File: src/pmc_map.svh
`ifndef PMC_MAP_SVH
`define PMC_MAP_SVH

// Register byte offsets (Avalon-MM, one 32-bit word each)
`define PMC_OFS_MISC 4'h0
`define PMC_OFS_CLKCTRL 4'h4
`define PMC_OFS_OPTION 4'h8
`define PMC_OFS_STATUS 4'hc

// Field positions
`define PMC_MISC_SLOW_BIT 0
`define PMC_MISC_SEL_LSB 1
`define PMC_MISC_SEL_MSB 2
`define PMC_CLKCTRL_TBIE_BIT 0
`define PMC_OPTION_WATCHDOG_HALT_OPTION_BIT 0
`define PMC_STATUS_MODE_LSB 0
`define PMC_STATUS_MODE_MSB 2
`define PMC_STATUS_HOLD_BIT 3
`define PMC_STATUS_DIV_LSB 4
`define PMC_STATUS_DIV_MSB 9

// Reset values
`define PMC_RST_SLOW 1'h0
`define PMC_RST_SEL 2'h0
`define PMC_RST_TBIE 1'h0
`define PMC_RST_WATCHDOG_HALT_OPTION 1'h0

// Master clock divisors of the oscillator
`define PMC_DIV_RUN 6'h02
`define PMC_DIV_SLOW_BASE 6'h04

// Start-up delay after halt modes, in CPU cycles
`define PMC_STARTUP_CPU_CYCLES 4096

`endif

File: src/pmc_pkg.sv
package pmc_pkg;

   typedef enum logic [2:0] {
      PMC_RUN = 3'h0,
      PMC_WAIT = 3'h1,
      PMC_AHALT = 3'h3,
      PMC_HALT = 3'h2,
      PMC_STARTUP = 3'h6
   } pmc_mode_t;

   typedef struct packed {
      logic slowEnable;
      logic [1:0] clockPrescaleSel;
   } pmc_clk_cfg_t;

   typedef struct packed {
      logic [5:0] cnt;
      logic [5:0] div;
      logic tick;
   } pmc_div_state_t;

   typedef struct packed {
      logic cpuClkEn;
      logic periphClkEn;
      logic timebaseClkEn;
      logic oscEnable;
   } pmc_gates_t;

   typedef struct packed {
      pmc_mode_t mode;
      pmc_clk_cfg_t cfg;
      logic timebaseIrqEnable;
      logic watchdogHaltOption;
      logic [12:0] startCnt;
      logic [3:0] extSync1;
      logic [3:0] extSync2;
      logic ack;
      logic [31:0] rdData;
      logic iMaskClr;
      logic iMaskSet;
      logic wakeGo;
      logic wdgResetReq;
   } pmc_state_t;

endpackage : pmc_pkg

File: src/pmc_clk_div.sv
`timescale 1ns/1ps
`include "pmc_map.svh"

module pmc_clk_div (
   input wire logic mclk,
   input wire logic rst_n,
   input wire logic oscRun,
   input wire pmc_pkg::pmc_clk_cfg_t cfg,
   output logic tick,
   output logic [5:0] divNow
);

   pmc_pkg::pmc_div_state_t s_q;
   pmc_pkg::pmc_div_state_t s_d;

   function automatic logic [5:0] divOf(input pmc_pkg::pmc_clk_cfg_t c);
      divOf = c.slowEnable ? 6'(`PMC_DIV_SLOW_BASE << c.clockPrescaleSel) : `PMC_DIV_RUN;
   endfunction : divOf

   always_comb begin
      s_d = s_q;
      s_d.tick = 1'b0;
      if (!oscRun) begin
         // Oscillator off: no master-clock edges at all
         s_d.cnt = 6'h00;
      end else if (s_q.cnt == 6'(s_q.div - 6'h01)) begin
         s_d.cnt = 6'h00;
         s_d.tick = 1'b1;
         s_d.div = divOf(cfg);
      end else begin
         s_d.cnt = 6'(s_q.cnt + 6'h01);
      end
   end

   always_ff @(posedge mclk or negedge rst_n) begin
      if (!rst_n) begin
         s_q <= '{cnt: 6'h00, div: `PMC_DIV_RUN, tick: 1'b0};
      end else begin
         s_q <= s_d;
      end
   end

   assign tick = s_q.tick;
   assign divNow = s_q.div;

endmodule : pmc_clk_div

File: src/pmc_power_mode_controller.sv
// How it works
// - After reset run mode, master clock is oscillator divided by two.
// - Slow operation set by slow_enable and two-bit clock_prescale_sel.
// - Slow mode divides the oscillator by 4, 8, 16 or 32.
// - In slow mode CPU and peripherals both get the reduced clock.
// - Wait while slow gives slow-wait: peripherals slow, CPU stopped.
// - Wait instruction stops the CPU clock, peripherals keep running.
// - Entering wait clears the interrupt mask bit, nothing else.
// - Wait lasts until interrupt or reset, then the service routine starts.
// - Halt gives plain halt if timebase_irq_enable is 0, active-halt if 1.
// - Active-halt ends on timebase, designated wake interrupt or reset.
// - Wake from active-halt waits 4096 CPU cycles before resuming.
// - Entering active-halt clears the interrupt mask bit.
// - In active-halt only oscillator and timebase counter are clocked.
// - With timebase_irq_enable set, active-halt never causes a watchdog reset.
// - Wake from plain halt restarts oscillator, holds CPU 4096 cycles.
// - Entering plain halt forces the interrupt mask bit to zero.
// - Plain halt switches the oscillator off, stopping all peripherals.
// - watchdog_halt_option decides if halt with watchdog gives watchdog reset.
// - Servicing a wake interrupt sets the mask bit; popping clears it.
// - Any interrupt ends wait; only external or designated ones end halt.
// - Timebase and clock-security interrupts end active-halt, not plain halt.
`timescale 1ns/1ps
`include "pmc_map.svh"

module pmc_power_mode_controller #(
   parameter int STARTUP_CYCLES = `PMC_STARTUP_CPU_CYCLES
) (
   input wire logic mclk,
   input wire logic rst_n,
   // Avalon-MM slave
   input wire logic [3:0] avs_address,
   input wire logic avs_read,
   input wire logic avs_write,
   input wire logic [31:0] avs_writedata,
   input wire logic [3:0] avs_byteenable,
   output logic [31:0] avs_readdata,
   output logic avs_waitrequest,
   // CPU core
   input wire logic waitForInterruptInstr,
   input wire logic haltInstr,
   input wire logic irqServiceStart,
   input wire logic ccPop,
   // Interrupt sources
   input wire logic irqPeriph,
   input wire logic irqWakeCapable,
   input wire logic timebaseIrq,
   input wire logic clockSecurityIrq,
   input wire logic [3:0] extIrqPin,
   input wire logic watchdogActive,
   // Clock control
   output logic masterTick,
   output logic cpuClkEn,
   output logic periphClkEn,
   output logic timebaseClkEn,
   output logic oscEnable,
   output logic cpuHold,
   output logic iMaskClr,
   output logic iMaskSet,
   output logic wakeGo,
   output logic wdgResetReq
);

   // ----------------------------------------------------------------
   // Constants
   // ----------------------------------------------------------------
   localparam logic [12:0] START_LAST = 13'(STARTUP_CYCLES - 1);

   // ----------------------------------------------------------------
   // State
   // ----------------------------------------------------------------
   pmc_pkg::pmc_state_t s_q;
   pmc_pkg::pmc_state_t s_d;
   pmc_pkg::pmc_gates_t gates;
   logic [5:0] divNow;
   logic tick;
   logic anyIrq;
   logic haltWake;
   logic activeHaltWake;
   logic busReq;
   logic busDone;
   logic [31:0] wrMasked;

   // ----------------------------------------------------------------
   // Master clock divider
   // ----------------------------------------------------------------
   pmc_clk_div u_div (
      .mclk(mclk),
      .rst_n(rst_n),
      .oscRun(gates.oscEnable),
      .cfg(s_q.cfg),
      .tick(tick),
      .divNow(divNow)
   );

   // ----------------------------------------------------------------
   // Clock gating per mode
   // ----------------------------------------------------------------
   // Enables decode the registered mode only, so bus or interrupt activity never glitches them
   always_comb begin
      gates = '{cpuClkEn: 1'b0, periphClkEn: 1'b0, timebaseClkEn: 1'b0, oscEnable: 1'b1};
      case (s_q.mode)
         pmc_pkg::PMC_RUN: begin
            gates.cpuClkEn = 1'b1;
            gates.periphClkEn = 1'b1;
            gates.timebaseClkEn = 1'b1;
         end
         pmc_pkg::PMC_WAIT: begin
            gates.periphClkEn = 1'b1;
            gates.timebaseClkEn = 1'b1;
         end
         pmc_pkg::PMC_AHALT: begin
            gates.timebaseClkEn = 1'b1;
         end
         pmc_pkg::PMC_HALT: begin
            gates.oscEnable = 1'b0;
         end
         pmc_pkg::PMC_STARTUP: begin
            gates.timebaseClkEn = 1'b1;
         end
         default: begin
            gates.cpuClkEn = 1'b1;
            gates.periphClkEn = 1'b1;
            gates.timebaseClkEn = 1'b1;
         end
      endcase
   end

   // ----------------------------------------------------------------
   // Wake sources
   // ----------------------------------------------------------------
   // Levels, not edges: a request already pending at entry ends the mode
   // on the next edge, which is what the cleared mask bit relies on
   // Wait ends on any source
   assign anyIrq = irqPeriph | irqWakeCapable | timebaseIrq | clockSecurityIrq | (|s_q.extSync2);
   // Halt ends on external or designated only
   assign haltWake = irqWakeCapable | (|s_q.extSync2);
   // Timebase and clock security add to active-halt
   assign activeHaltWake = haltWake | timebaseIrq | clockSecurityIrq;

   // ----------------------------------------------------------------
   // Bus helpers
   // ----------------------------------------------------------------
   function automatic logic [31:0] beMask(input logic [3:0] be);
      logic [31:0] m;
      m = 32'h00000000;
      for (int i = 0; i < 4; i++) begin
         m[i*8 +: 8] = {8{be[i]}};
      end
      return m;
   endfunction : beMask

   assign busReq = avs_read | avs_write;
   // One wait cycle, then the access completes
   // Costs a cycle per access but keeps readdata straight from a flop,
   // with no address-to-data path through the decoder
   assign busDone = busReq & s_q.ack;
   assign wrMasked = avs_writedata & beMask(avs_byteenable);

   // ----------------------------------------------------------------
   // Next state
   // ----------------------------------------------------------------
   always_comb begin
      s_d = s_q;
      s_d.iMaskClr = 1'b0;
      s_d.iMaskSet = 1'b0;
      s_d.wakeGo = 1'b0;
      s_d.wdgResetReq = 1'b0;

      // External pins pass two flops first
      s_d.extSync1 = extIrqPin;
      s_d.extSync2 = s_q.extSync1;

      // Register bus
      s_d.ack = busReq & ~s_q.ack;
      if (busReq & ~s_q.ack) begin
         s_d.rdData = 32'h00000000;
         if (avs_address == `PMC_OFS_MISC) begin
            s_d.rdData[`PMC_MISC_SLOW_BIT] = s_q.cfg.slowEnable;
            s_d.rdData[`PMC_MISC_SEL_MSB:`PMC_MISC_SEL_LSB] = s_q.cfg.clockPrescaleSel;
         end else if (avs_address == `PMC_OFS_CLKCTRL) begin
            s_d.rdData[`PMC_CLKCTRL_TBIE_BIT] = s_q.timebaseIrqEnable;
         end else if (avs_address == `PMC_OFS_OPTION) begin
            s_d.rdData[`PMC_OPTION_WATCHDOG_HALT_OPTION_BIT] = s_q.watchdogHaltOption;
         end else if (avs_address == `PMC_OFS_STATUS) begin
            s_d.rdData[`PMC_STATUS_MODE_MSB:`PMC_STATUS_MODE_LSB] = s_q.mode;
            s_d.rdData[`PMC_STATUS_HOLD_BIT] = (s_q.mode == pmc_pkg::PMC_STARTUP);
            s_d.rdData[`PMC_STATUS_DIV_MSB:`PMC_STATUS_DIV_LSB] = divNow;
         end else begin
            // Unmapped offsets read zero
            s_d.rdData = 32'h00000000;
         end
      end
      if (busDone & avs_write) begin
         if (avs_address == `PMC_OFS_MISC) begin
            if (avs_byteenable[0]) begin
               s_d.cfg.slowEnable = wrMasked[`PMC_MISC_SLOW_BIT];
               s_d.cfg.clockPrescaleSel = wrMasked[`PMC_MISC_SEL_MSB:`PMC_MISC_SEL_LSB];
            end
         end else if (avs_address == `PMC_OFS_CLKCTRL) begin
            if (avs_byteenable[0]) begin
               s_d.timebaseIrqEnable = wrMasked[`PMC_CLKCTRL_TBIE_BIT];
            end
         end else if (avs_address == `PMC_OFS_OPTION) begin
            if (avs_byteenable[0]) begin
               s_d.watchdogHaltOption = wrMasked[`PMC_OPTION_WATCHDOG_HALT_OPTION_BIT];
            end
         end else begin
            // Status and unmapped offsets ignore writes
            s_d.rdData = s_q.rdData;
         end
      end

      // Mask set on service, cleared on pop
      if (irqServiceStart) begin
         s_d.iMaskSet = 1'b1;
      end
      if (ccPop) begin
         s_d.iMaskClr = 1'b1;
      end

      // Mode sequencer
      case (s_q.mode)
         pmc_pkg::PMC_RUN: begin
            if (waitForInterruptInstr) begin
               // Divider untouched, so slow-wait keeps reduced clock
               s_d.mode = pmc_pkg::PMC_WAIT;
               s_d.iMaskClr = 1'b1;
               s_d.iMaskSet = 1'b0;
            end else if (haltInstr) begin
               s_d.iMaskClr = 1'b1;
               s_d.iMaskSet = 1'b0;
               if (s_q.timebaseIrqEnable) begin
                  s_d.mode = pmc_pkg::PMC_AHALT;
               end else if (watchdogActive && s_q.watchdogHaltOption) begin
                  s_d.wdgResetReq = 1'b1;
               end else begin
                  // Mask forced to zero on entry
                  s_d.mode = pmc_pkg::PMC_HALT;
               end
            end
         end
         pmc_pkg::PMC_WAIT: begin
            // Stay until an interrupt, then service it
            if (anyIrq) begin
               s_d.mode = pmc_pkg::PMC_RUN;
               s_d.wakeGo = 1'b1;
            end
         end
         pmc_pkg::PMC_AHALT: begin
            if (activeHaltWake) begin
               s_d.mode = pmc_pkg::PMC_STARTUP;
               s_d.startCnt = 13'h0000;
            end
         end
         pmc_pkg::PMC_HALT: begin
            if (haltWake) begin
               s_d.mode = pmc_pkg::PMC_STARTUP;
               s_d.startCnt = 13'h0000;
            end
         end
         pmc_pkg::PMC_STARTUP: begin
            // Count restarted CPU cycles to terminal value
            // No ticks arrive while the oscillator is off, so halt time never counts
            if (tick) begin
               if (s_q.startCnt == START_LAST) begin
                  s_d.mode = pmc_pkg::PMC_RUN;
                  s_d.wakeGo = 1'b1;
               end else begin
                  s_d.startCnt = 13'(s_q.startCnt + 13'h0001);
               end
            end
         end
         default: begin
            s_d.mode = pmc_pkg::PMC_RUN;
         end
      endcase
   end

   // ----------------------------------------------------------------
   // Registers
   // ----------------------------------------------------------------
   // Reset lands in run with divide-by-two
   always_ff @(posedge mclk or negedge rst_n) begin
      if (!rst_n) begin
         s_q <= '{
            mode: pmc_pkg::PMC_RUN,
            cfg: '{slowEnable: `PMC_RST_SLOW, clockPrescaleSel: `PMC_RST_SEL},
            timebaseIrqEnable: `PMC_RST_TBIE,
            watchdogHaltOption: `PMC_RST_WATCHDOG_HALT_OPTION,
            startCnt: 13'h0000,
            extSync1: 4'h0,
            extSync2: 4'h0,
            ack: 1'b0,
            rdData: 32'h00000000,
            iMaskClr: 1'b0,
            iMaskSet: 1'b0,
            wakeGo: 1'b0,
            wdgResetReq: 1'b0
         };
      end else begin
         s_q <= s_d;
      end
   end

   // ----------------------------------------------------------------
   // Outputs
   // ----------------------------------------------------------------
   // Master tick rate follows the selected divisor
   // No tick once oscillator off
   // The divider tick lags the mode by one edge, so without this gate the
   // halt entry edge could leak a last master-clock pulse into halt
   assign masterTick = tick & gates.oscEnable;
   assign cpuClkEn = gates.cpuClkEn;
   assign periphClkEn = gates.periphClkEn;
   assign timebaseClkEn = gates.timebaseClkEn;
   assign oscEnable = gates.oscEnable;
   assign cpuHold = (s_q.mode == pmc_pkg::PMC_STARTUP);
   assign iMaskClr = s_q.iMaskClr;
   assign iMaskSet = s_q.iMaskSet;
   assign wakeGo = s_q.wakeGo;
   assign wdgResetReq = s_q.wdgResetReq;
   assign avs_readdata = s_q.rdData;
   assign avs_waitrequest = busReq & ~s_q.ack;

endmodule : pmc_power_mode_controller

File: config.mk
export PLATFORM = sky130hd
export DESIGN_NAME = pmc_power_mode_controller
export DESIGN_NICKNAME = d
export VERILOG_FILES = /design/src/pmc_pkg.sv /design/src/pmc_clk_div.sv /design/src/pmc_power_mode_controller.sv
export VERILOG_INCLUDE_DIRS = /design/src /design/src/src
export SDC_FILE = /design/constraint.sdc
export NUM_CORES = 1
export LEC_CHECK = 0
export ABC_CLOCK_PERIOD_IN_PS = 2600
export BUFFER_PORTS_ARGS = -buffer_cell sky130_fd_sc_hd__buf_2
export CAP_MARGIN = 15
export CORE_MARGIN = 10
export CORE_UTILIZATION = 50
export CTS_CLUSTER_SIZE = 10
export DETAILED_ROUTE_END_ITERATION = 8
export PLACE_DENSITY = 0.83
export SLEW_MARGIN = 20
export SYNTH_ARGS = -nofsm -noshare
export SYNTH_HDL_FRONTEND = slang
export SYNTH_SLANG_ARGS = --single-unit
export TNS_END_PERCENT = 5
File: constraint.sdc
create_clock -name mclk -period 2.6 [get_ports mclk]
set_input_delay 0.26 -clock mclk [delete_from_list [all_inputs] [get_ports mclk]]
set_output_delay 0.26 -clock mclk [all_outputs]
set_load 0.02 [all_outputs]
==> results of run 1 <==
==> layer usage <==
metal	GRT usage	wire length, µm
met1	0.168	2710
met2	0.217	2790
met4	0.0528	83
met5	0	0
met3	0.0241	327
==> cells in the final DEF, fill, tap and decap left out, types with 5 or more instances in the layout <==
master and n:
a221o_1 5, a22o_1 7, and3_1 10, buf_2 44, buf_4 6, clkbuf_8 5, conb_1 23, dfrtp_1 54
inv_1 5, mux2_2 5, nand2_1 17, nand3_1 16, nor2_1 16, nor3_1 13, nor4_1 5, o21ai_0 6
==> sequential cells by signal, indices dropped and copies added (netlist names) <==
signal / count
avs_readdata: 9
iMaskClr: 1
iMaskSet: 1
s_d: 4
s_q: 26
u_div.divNow: 5
u_div.s_q: 6
u_div.tick: 1
wakeGo: 1
wdgResetReq: 1
==> power breakdown <==
| part | switching [mW] | total [mW] | internal (mW) | leakage [nW] |
|---|---|---|---|---|
| Sequential | 0.101 | 1.05 | 0.951 | 0.726 |
| Combinational | 0.467 | 0.728 | 0.261 | 0.803 |
| Clock | 0.279 | 0.472 | 0.193 | 0.0443 |
==> per-stage QoR <==
stage	instance area [µm²]	power, mW	instances	worst slack, ns
floorplan	2950	1.62	295	0.511
global placement	3020	1.77	376	0.360
detailed placement	3020	1.80	376	0.279
CTS	3120	2.27	385	0.265
global route	3120	2.39	385	0.151
finish	3120	2.25	385	0.278
==> layout make-up <==
cell class	instances	area [µm²]
multi-input combinational	193	1260
timing repair buffer	51	275
inverter	6	22.5
fill	474	2420
sequential	55	1380
clock inverter	3	25.0
clock buffer	5	68.8
tap	72	90.1
==> cells by family after synthesis <==
| kind of cell | after synthesis |
|---|---|
| AOI/OAI and AO/OA | 44 |
| and+or+nand+nor | 102 |
| adders and majority gates | 3 |
| other | 1 |
| xor gates and xnor gates | 8 |
| DFF | 55 |
| buffers and inverters | 47 |
| muxes | 13 |
==> repair_timing <==
| item | in CTS | in global routing |
|---|---|---|
| hold buffers | 1 | 0 |
| endpoints found under the setup margin | 0 | 0 |
| resized for setup | 0 | 0 |
| endpoints found under the hold margin | 14 | 0 |
==> worst max-delay path, stage by stage (launching register included) <==
cell      delay, ns
dfstp_2        0.54
inv_1          0.08
ha_1           0.24
nand2b_1       0.16
o211ai_1       0.10
a31oi_1        0.19
nor4_4         0.53
mux2_1         0.37
==> worst max-delay path by stage <==
| stage | to | slack, ns | cells after the start |
|---|---|---|---|
| 2_1_floorplan | u_div.divNow[3]$_DFFE_PN0P_ | 0.51 | 7 |
| 3_3_place_gp | u_div.divNow[3]$_DFFE_PN0P_ | 0.36 | 7 |
| 3_5_place_dp | u_div.divNow[4]$_DFFE_PN0P_ | 0.28 | 7 |
| 4_1_cts | u_div.divNow[4]$_DFFE_PN0P_ | 0.27 | 7 |
| 5_1_grt | u_div.divNow[5]$_DFFE_PN0P_ | 0.15 | 7 |
| 6_report | u_div.divNow[5]$_DFFE_PN0P_ | 0.28 | 7 |
==> impl_metrics.toml, run 1 <==
[clock_tree]
clk_path_buf_depth = 2
cts-root-buf = "clkbuf_8"
cts_sinks = 55
ctsHtreeMaxLevel = 2
insertion_delay_ns = 0.31
cts_buffers = 5
post_cts_buffers = 0
cts_tree = "done"
path_clk_slew_ns = 0.10

[global_route]
antenna_found_initial = 0
grt_max_degree = 27
grt_pass1_vias = 2195
grt_util_all_layers = 0.132
grt_overflow = 0
grt_pass1_wl_mm = 9.96

[die]
initial_utilization = 0.518
coreArea_um2 = 5540
die_w_um = 95.8
io_pins = 100
num_rows = 27
fp.dieArea_um2 = 9170
die_height_um = 95.8

[setup_path]
worst-r2r-setup-slack_ns = 0.28
path_class = "flip-flop to flip-flop"
cp.arrival_ns = 2.51
end_kind = "flip-flop"
cp-startpoint = "u_div.divNow[1]$_DFFE_PN1P_"
r2r_end = "u_div.divNow[5]$_DFFE_PN0P_"
startpoint_type = "flip-flop"
crit_fanout = 6
r2r-start = "u_div.divNow[1]$_DFFE_PN1P_"
reg2regPathDepth = 7
cp_data_required_time_ns = 2.79

[job]
drv_cap = 0

[sta]
finalSetupViolations = 0
slew_viol_final = 0
hold_violations = 0
finClkSkew_ns = 0.00717
slew_headroom = 0.599
fmax_mhz = 431
tightest_slew_ns = 0.599
fin_tns_setup_ns = 0
grt_setup_unrepaired = "false"
hold_ws_ns = 0.0521
min_period_ns = 2.32
period_share = 0.893

[logic_synthesis]
synth_top_cell_by_area = "dfrtp_1"
synthFlopType = "dfrtp_1"
synth.mux.area_fraction = 0.0536
yosysWarnings = 0
postSynthAreaPerCell_um2 = 10.5
async_flop_share = 1.00
yosys.cell_types.count = 55
ys_seq_area_frac = 0.480
synth_top_area_share = 0.471
synth_top_family_by_area = "simple AND/OR/NAND/NOR gates"
synthTopCellsByCount = "dfrtp_1 (54), buf_4 (33), nand2_1 (17), nand3_1 (16), nor2_1 (16)"
synth.area.top_cells = "dfrtp_1 (47%), buf_4 (8.6%), nand3_1 (2.8%)"
synthAdderAreaFrac = 0.0131
synth.most_common_cell = "dfrtp_1"
netlist_area_um2 = 2870
synth-seq-cells = 55
syn_inst = 273
synth-simple-area-share = 0.200
synth_compound_area_frac = 0.119
synth_edf_count = 0
synth_xor_xnor_area_share = 0.0244

[place]
hpwl_mm = 4.63
gp_congestion = 0.841
port_buffers = 44

[worst_hold_path]
hold_path_class = "primary input to flip-flop"
hold_depth = 1
hp-start = "extIrqPin[1]"
min_to = "s_d[38]$_DFF_PN0_"

[finish]
final_nets = 372
layout-drive-gt1-share = 0.236
fin_util = 0.564
area_growth_pct = 8.76
diodes = 0

[drt]
drtIter0Drc = 103
ant_nets = 0
wirelength_mm = 5.91
wire_per_inst_um = 15.3
via_per_inst = 5.43
drcViolationCount = 0
drt_first_pass_iters = 4
vias = 2089

[power_and_ir_drop]
peakVddDrop_mv = 0.650
leakagePower_nw = 1.57
powerDensity_nw_per_um2 = 721

[outcome]
status = "finished, final reports clean"
(Power assumes the default switching activity.)
==> run 2: changes to the inputs <==
Settings changed: ABC_AREA set to 1, CORE_UTILIZATION 50 to 51.
==> run 2 against run 1 <==
Against the previous run:
- critical path depth rose by 1
- wire length rose by 5.6%
- synthesized cell count rose by 39%
- critical endpoint is now u_div.divNow[2]$_DFFE_PN0P_
- largest cell class unchanged
==> impl_metrics.toml, run 2 <==
[clock_tree]
cts_tree = "done"
insertion_delay_ns = 0.31
post_cts_buffers = 0
cts_sinks = 55
cts_buffers = 5
ctsHtreeMaxLevel = 2
cts_hold_buf = 0
cts_resized = 0
clk_path_buf_depth = 2
cts-root-buf = "clkbuf_8"
path_clk_slew_ns = 0.10

[finish]
layout-drive-gt1-share = 0.221
area_growth_pct = 7.36
largest_register_ffs = 26
diodes = 0
final_nets = 479
layout_commonest_cell = "nand2_1"
fillers = 552
fin_cells = 495
layout_common_cells = "nand2_1 (102), dfrtp_1 (54), buf_2 (44)"
top_register = "s_q"

[die]
fp.dieArea_um2 = 9580
coreArea_um2 = 5920
die_height_um = 97.9
die_w_um = 97.9
num_rows = 28
initial_utilization = 0.522
io_pins = 100

[power_and_ir_drop]
internal_power_mw = 1.43
pwr-share-clk = 0.207
switching_power_uw = 963
peakVddDrop_mv = 0.342
p_comb_frac = 0.356
seq_power_share = 0.436
powerDensity_nw_per_um2 = 720
leakagePower_nw = 1.79
swShare = 0.403

[logic_synthesis]
synth.area.top_cells = "dfrtp_1 (44%), nand2_1 (12%), buf_4 (8.3%)"
synth_edf_count = 0
yosysWarnings = 0
synth-seq-cells = 55
synth_top_cell_by_area = "dfrtp_1"
postSynthAreaPerCell_um2 = 8.14
synthFlopType = "dfrtp_1"
syn_inst = 380
synth_top_area_share = 0.437
netlist_area_um2 = 3090
ys_seq_area_frac = 0.445
synthTopCellsByCount = "nand2_1 (102), dfrtp_1 (54), inv_1 (41), buf_4 (34), nor2_1 (25)"
yosys.cell_types.count = 35
synth.most_common_cell = "nand2_1"
async_flop_share = 1.00

[drt]
vias = 2403
wire_per_inst_um = 12.6
drtIter0Drc = 105
ant_nets = 0
wirelength_mm = 6.23
drt_first_pass_iters = 4
drcViolationCount = 0
via_per_inst = 4.85

[sta]
slew_viol_final = 0
period_share = 0.760
fmax_mhz = 506
min_period_ns = 1.98
hold_violations = 0
finalSetupViolations = 0
slew_headroom = 0.538
tightest_slew_ns = 0.693
finClkSkew_ns = 0.0101
fin_tns_setup_ns = 0
grt_setup_unrepaired = "false"
hold_ws_ns = 0.0573

[global_route]
met1_usage = 0.164
gr-usage-met2 = 0.206
antenna_found_initial = 0
grt_util_all_layers = 0.129
grt_pass1_wl_mm = 10.7
grtUsageMet3 = 0.0388
grt_overflow = 0
grt_pass1_vias = 2339
grt_max_degree = 56
busiest_layer = "met2"

[outcome]
status = "finished, final reports clean"

[setup_path]
end_kind = "flip-flop"
path_class = "flip-flop to flip-flop"
cp_data_required_time_ns = 2.80
startpoint_type = "flip-flop"
cp.arrival_ns = 2.18
crit_fanout = 7

[job]
drv_cap = 0

[place]
hpwl_mm = 4.85
dp_cells = 487
port_buffers = 44
gp_congestion = 0.822

[worst_hold_path]
hold_path_class = "primary input to async pin"
[run 2: changes by cell type in the layout (fill, tap and decap cells not counted), sizes merged, moves of 6 or more]
cell,delta
inv,+43
nand4,+8
nor2,+20
a22o,-7
nand2,+100
nor4,-6
mux2,-9
and3,-9
[run 2: stage by stage]
stage | setup slack [ns] | instance area [µm²] | power (mW) | utilization
3_3_place_gp | 0.692 | 3220 | 1.89 | 0.544
5_1_grt | 0.412 | 3320 | 2.54 | 0.561
6_report | 0.623 | 3320 | 2.39 | 0.561
4_1_cts | 0.611 | 3320 | 2.42 | 0.561
2_1_floorplan | 0.861 | 3180 | 1.78 | -
3_5_place_dp | 0.619 | 3220 | 1.92 | 0.544
[run 2: final timing paths]
path	from	endpoint	slack, ns	depth (start not counted)
max	u_div.divNow[1]$_DFFE_PN1P_	u_div.divNow[2]$_DFFE_PN0P_	0.62	8
min	rst_n	s_q[56]$_DFFE_PN0P_	0.06	2
max reg2reg	u_div.divNow[1]$_DFFE_PN1P_	u_div.divNow[2]$_DFFE_PN0P_	0.62	8
min reg2reg	s_d[37]$_DFF_PN0_	s_q[37]$_DFF_PN0_	0.36	0
max in group asynchronous	rst_n	s_q[61]$_DFFE_PN0P_	2.06	2
min in group mclk	extIrqPin[2]	s_d[39]$_DFF_PN0_	0.06	1
[run 2: logic make-up after synthesis]
logic type,synth area share
simple gates,0.301
buf+inv,0.150
flops,0.445
compound gates,0.0591
xor+xnor,0.0312
fa+ha+maj,0.0121
other cells,0.00121
[run 2: worst max-delay path, stage by stage, from the launching register on]
cell and delay (ns):
dfstp_2 0.57, inv_1 0.09, ha_1 0.32, xor2_1 0.13, nand3_1 0.09, nor2_2 0.25, nand3_1 0.26, nand2_1 0.11
nand2_1 0.06
[run 2: power by group through the flow]
stage          clock (mW)  combinational (mW)  sequential, mW
3_3_place_gp            0               0.833            1.05
4_1_cts             0.512               0.867            1.04
5_1_grt             0.535               0.954            1.05
2_1_floorplan           0               0.726            1.06
3_5_place_dp            0               0.857            1.06
6_report            0.495               0.852            1.04
[run 2: layout make-up]
type | count | area (µm²) | area share
Tap cell | 75 | 93.8 | 0.0283
Sequential cell | 55 | 1380 | 0.415
Inverter | 50 | 188 | 0.0565
Timing Repair Buffer | 45 | 228 | 0.0686
Multi-Input combinational cell | 262 | 1340 | 0.402
Clock inverter | 2 | 16.3 | 0.00490
Clock buffer | 6 | 82.6 | 0.0249
[run 2: per-layer routing]
| layer | vias to the layer above | part of all wire |
|---|---|---|
| li1 | 1217 | - |
| met1 | 1107 | 0.44 |
| met2 | 72 | 0.46 |
| met3 | 7 | 0.084 |
| met4 | 0 | 0.012 |
| met5 | - | 0 |
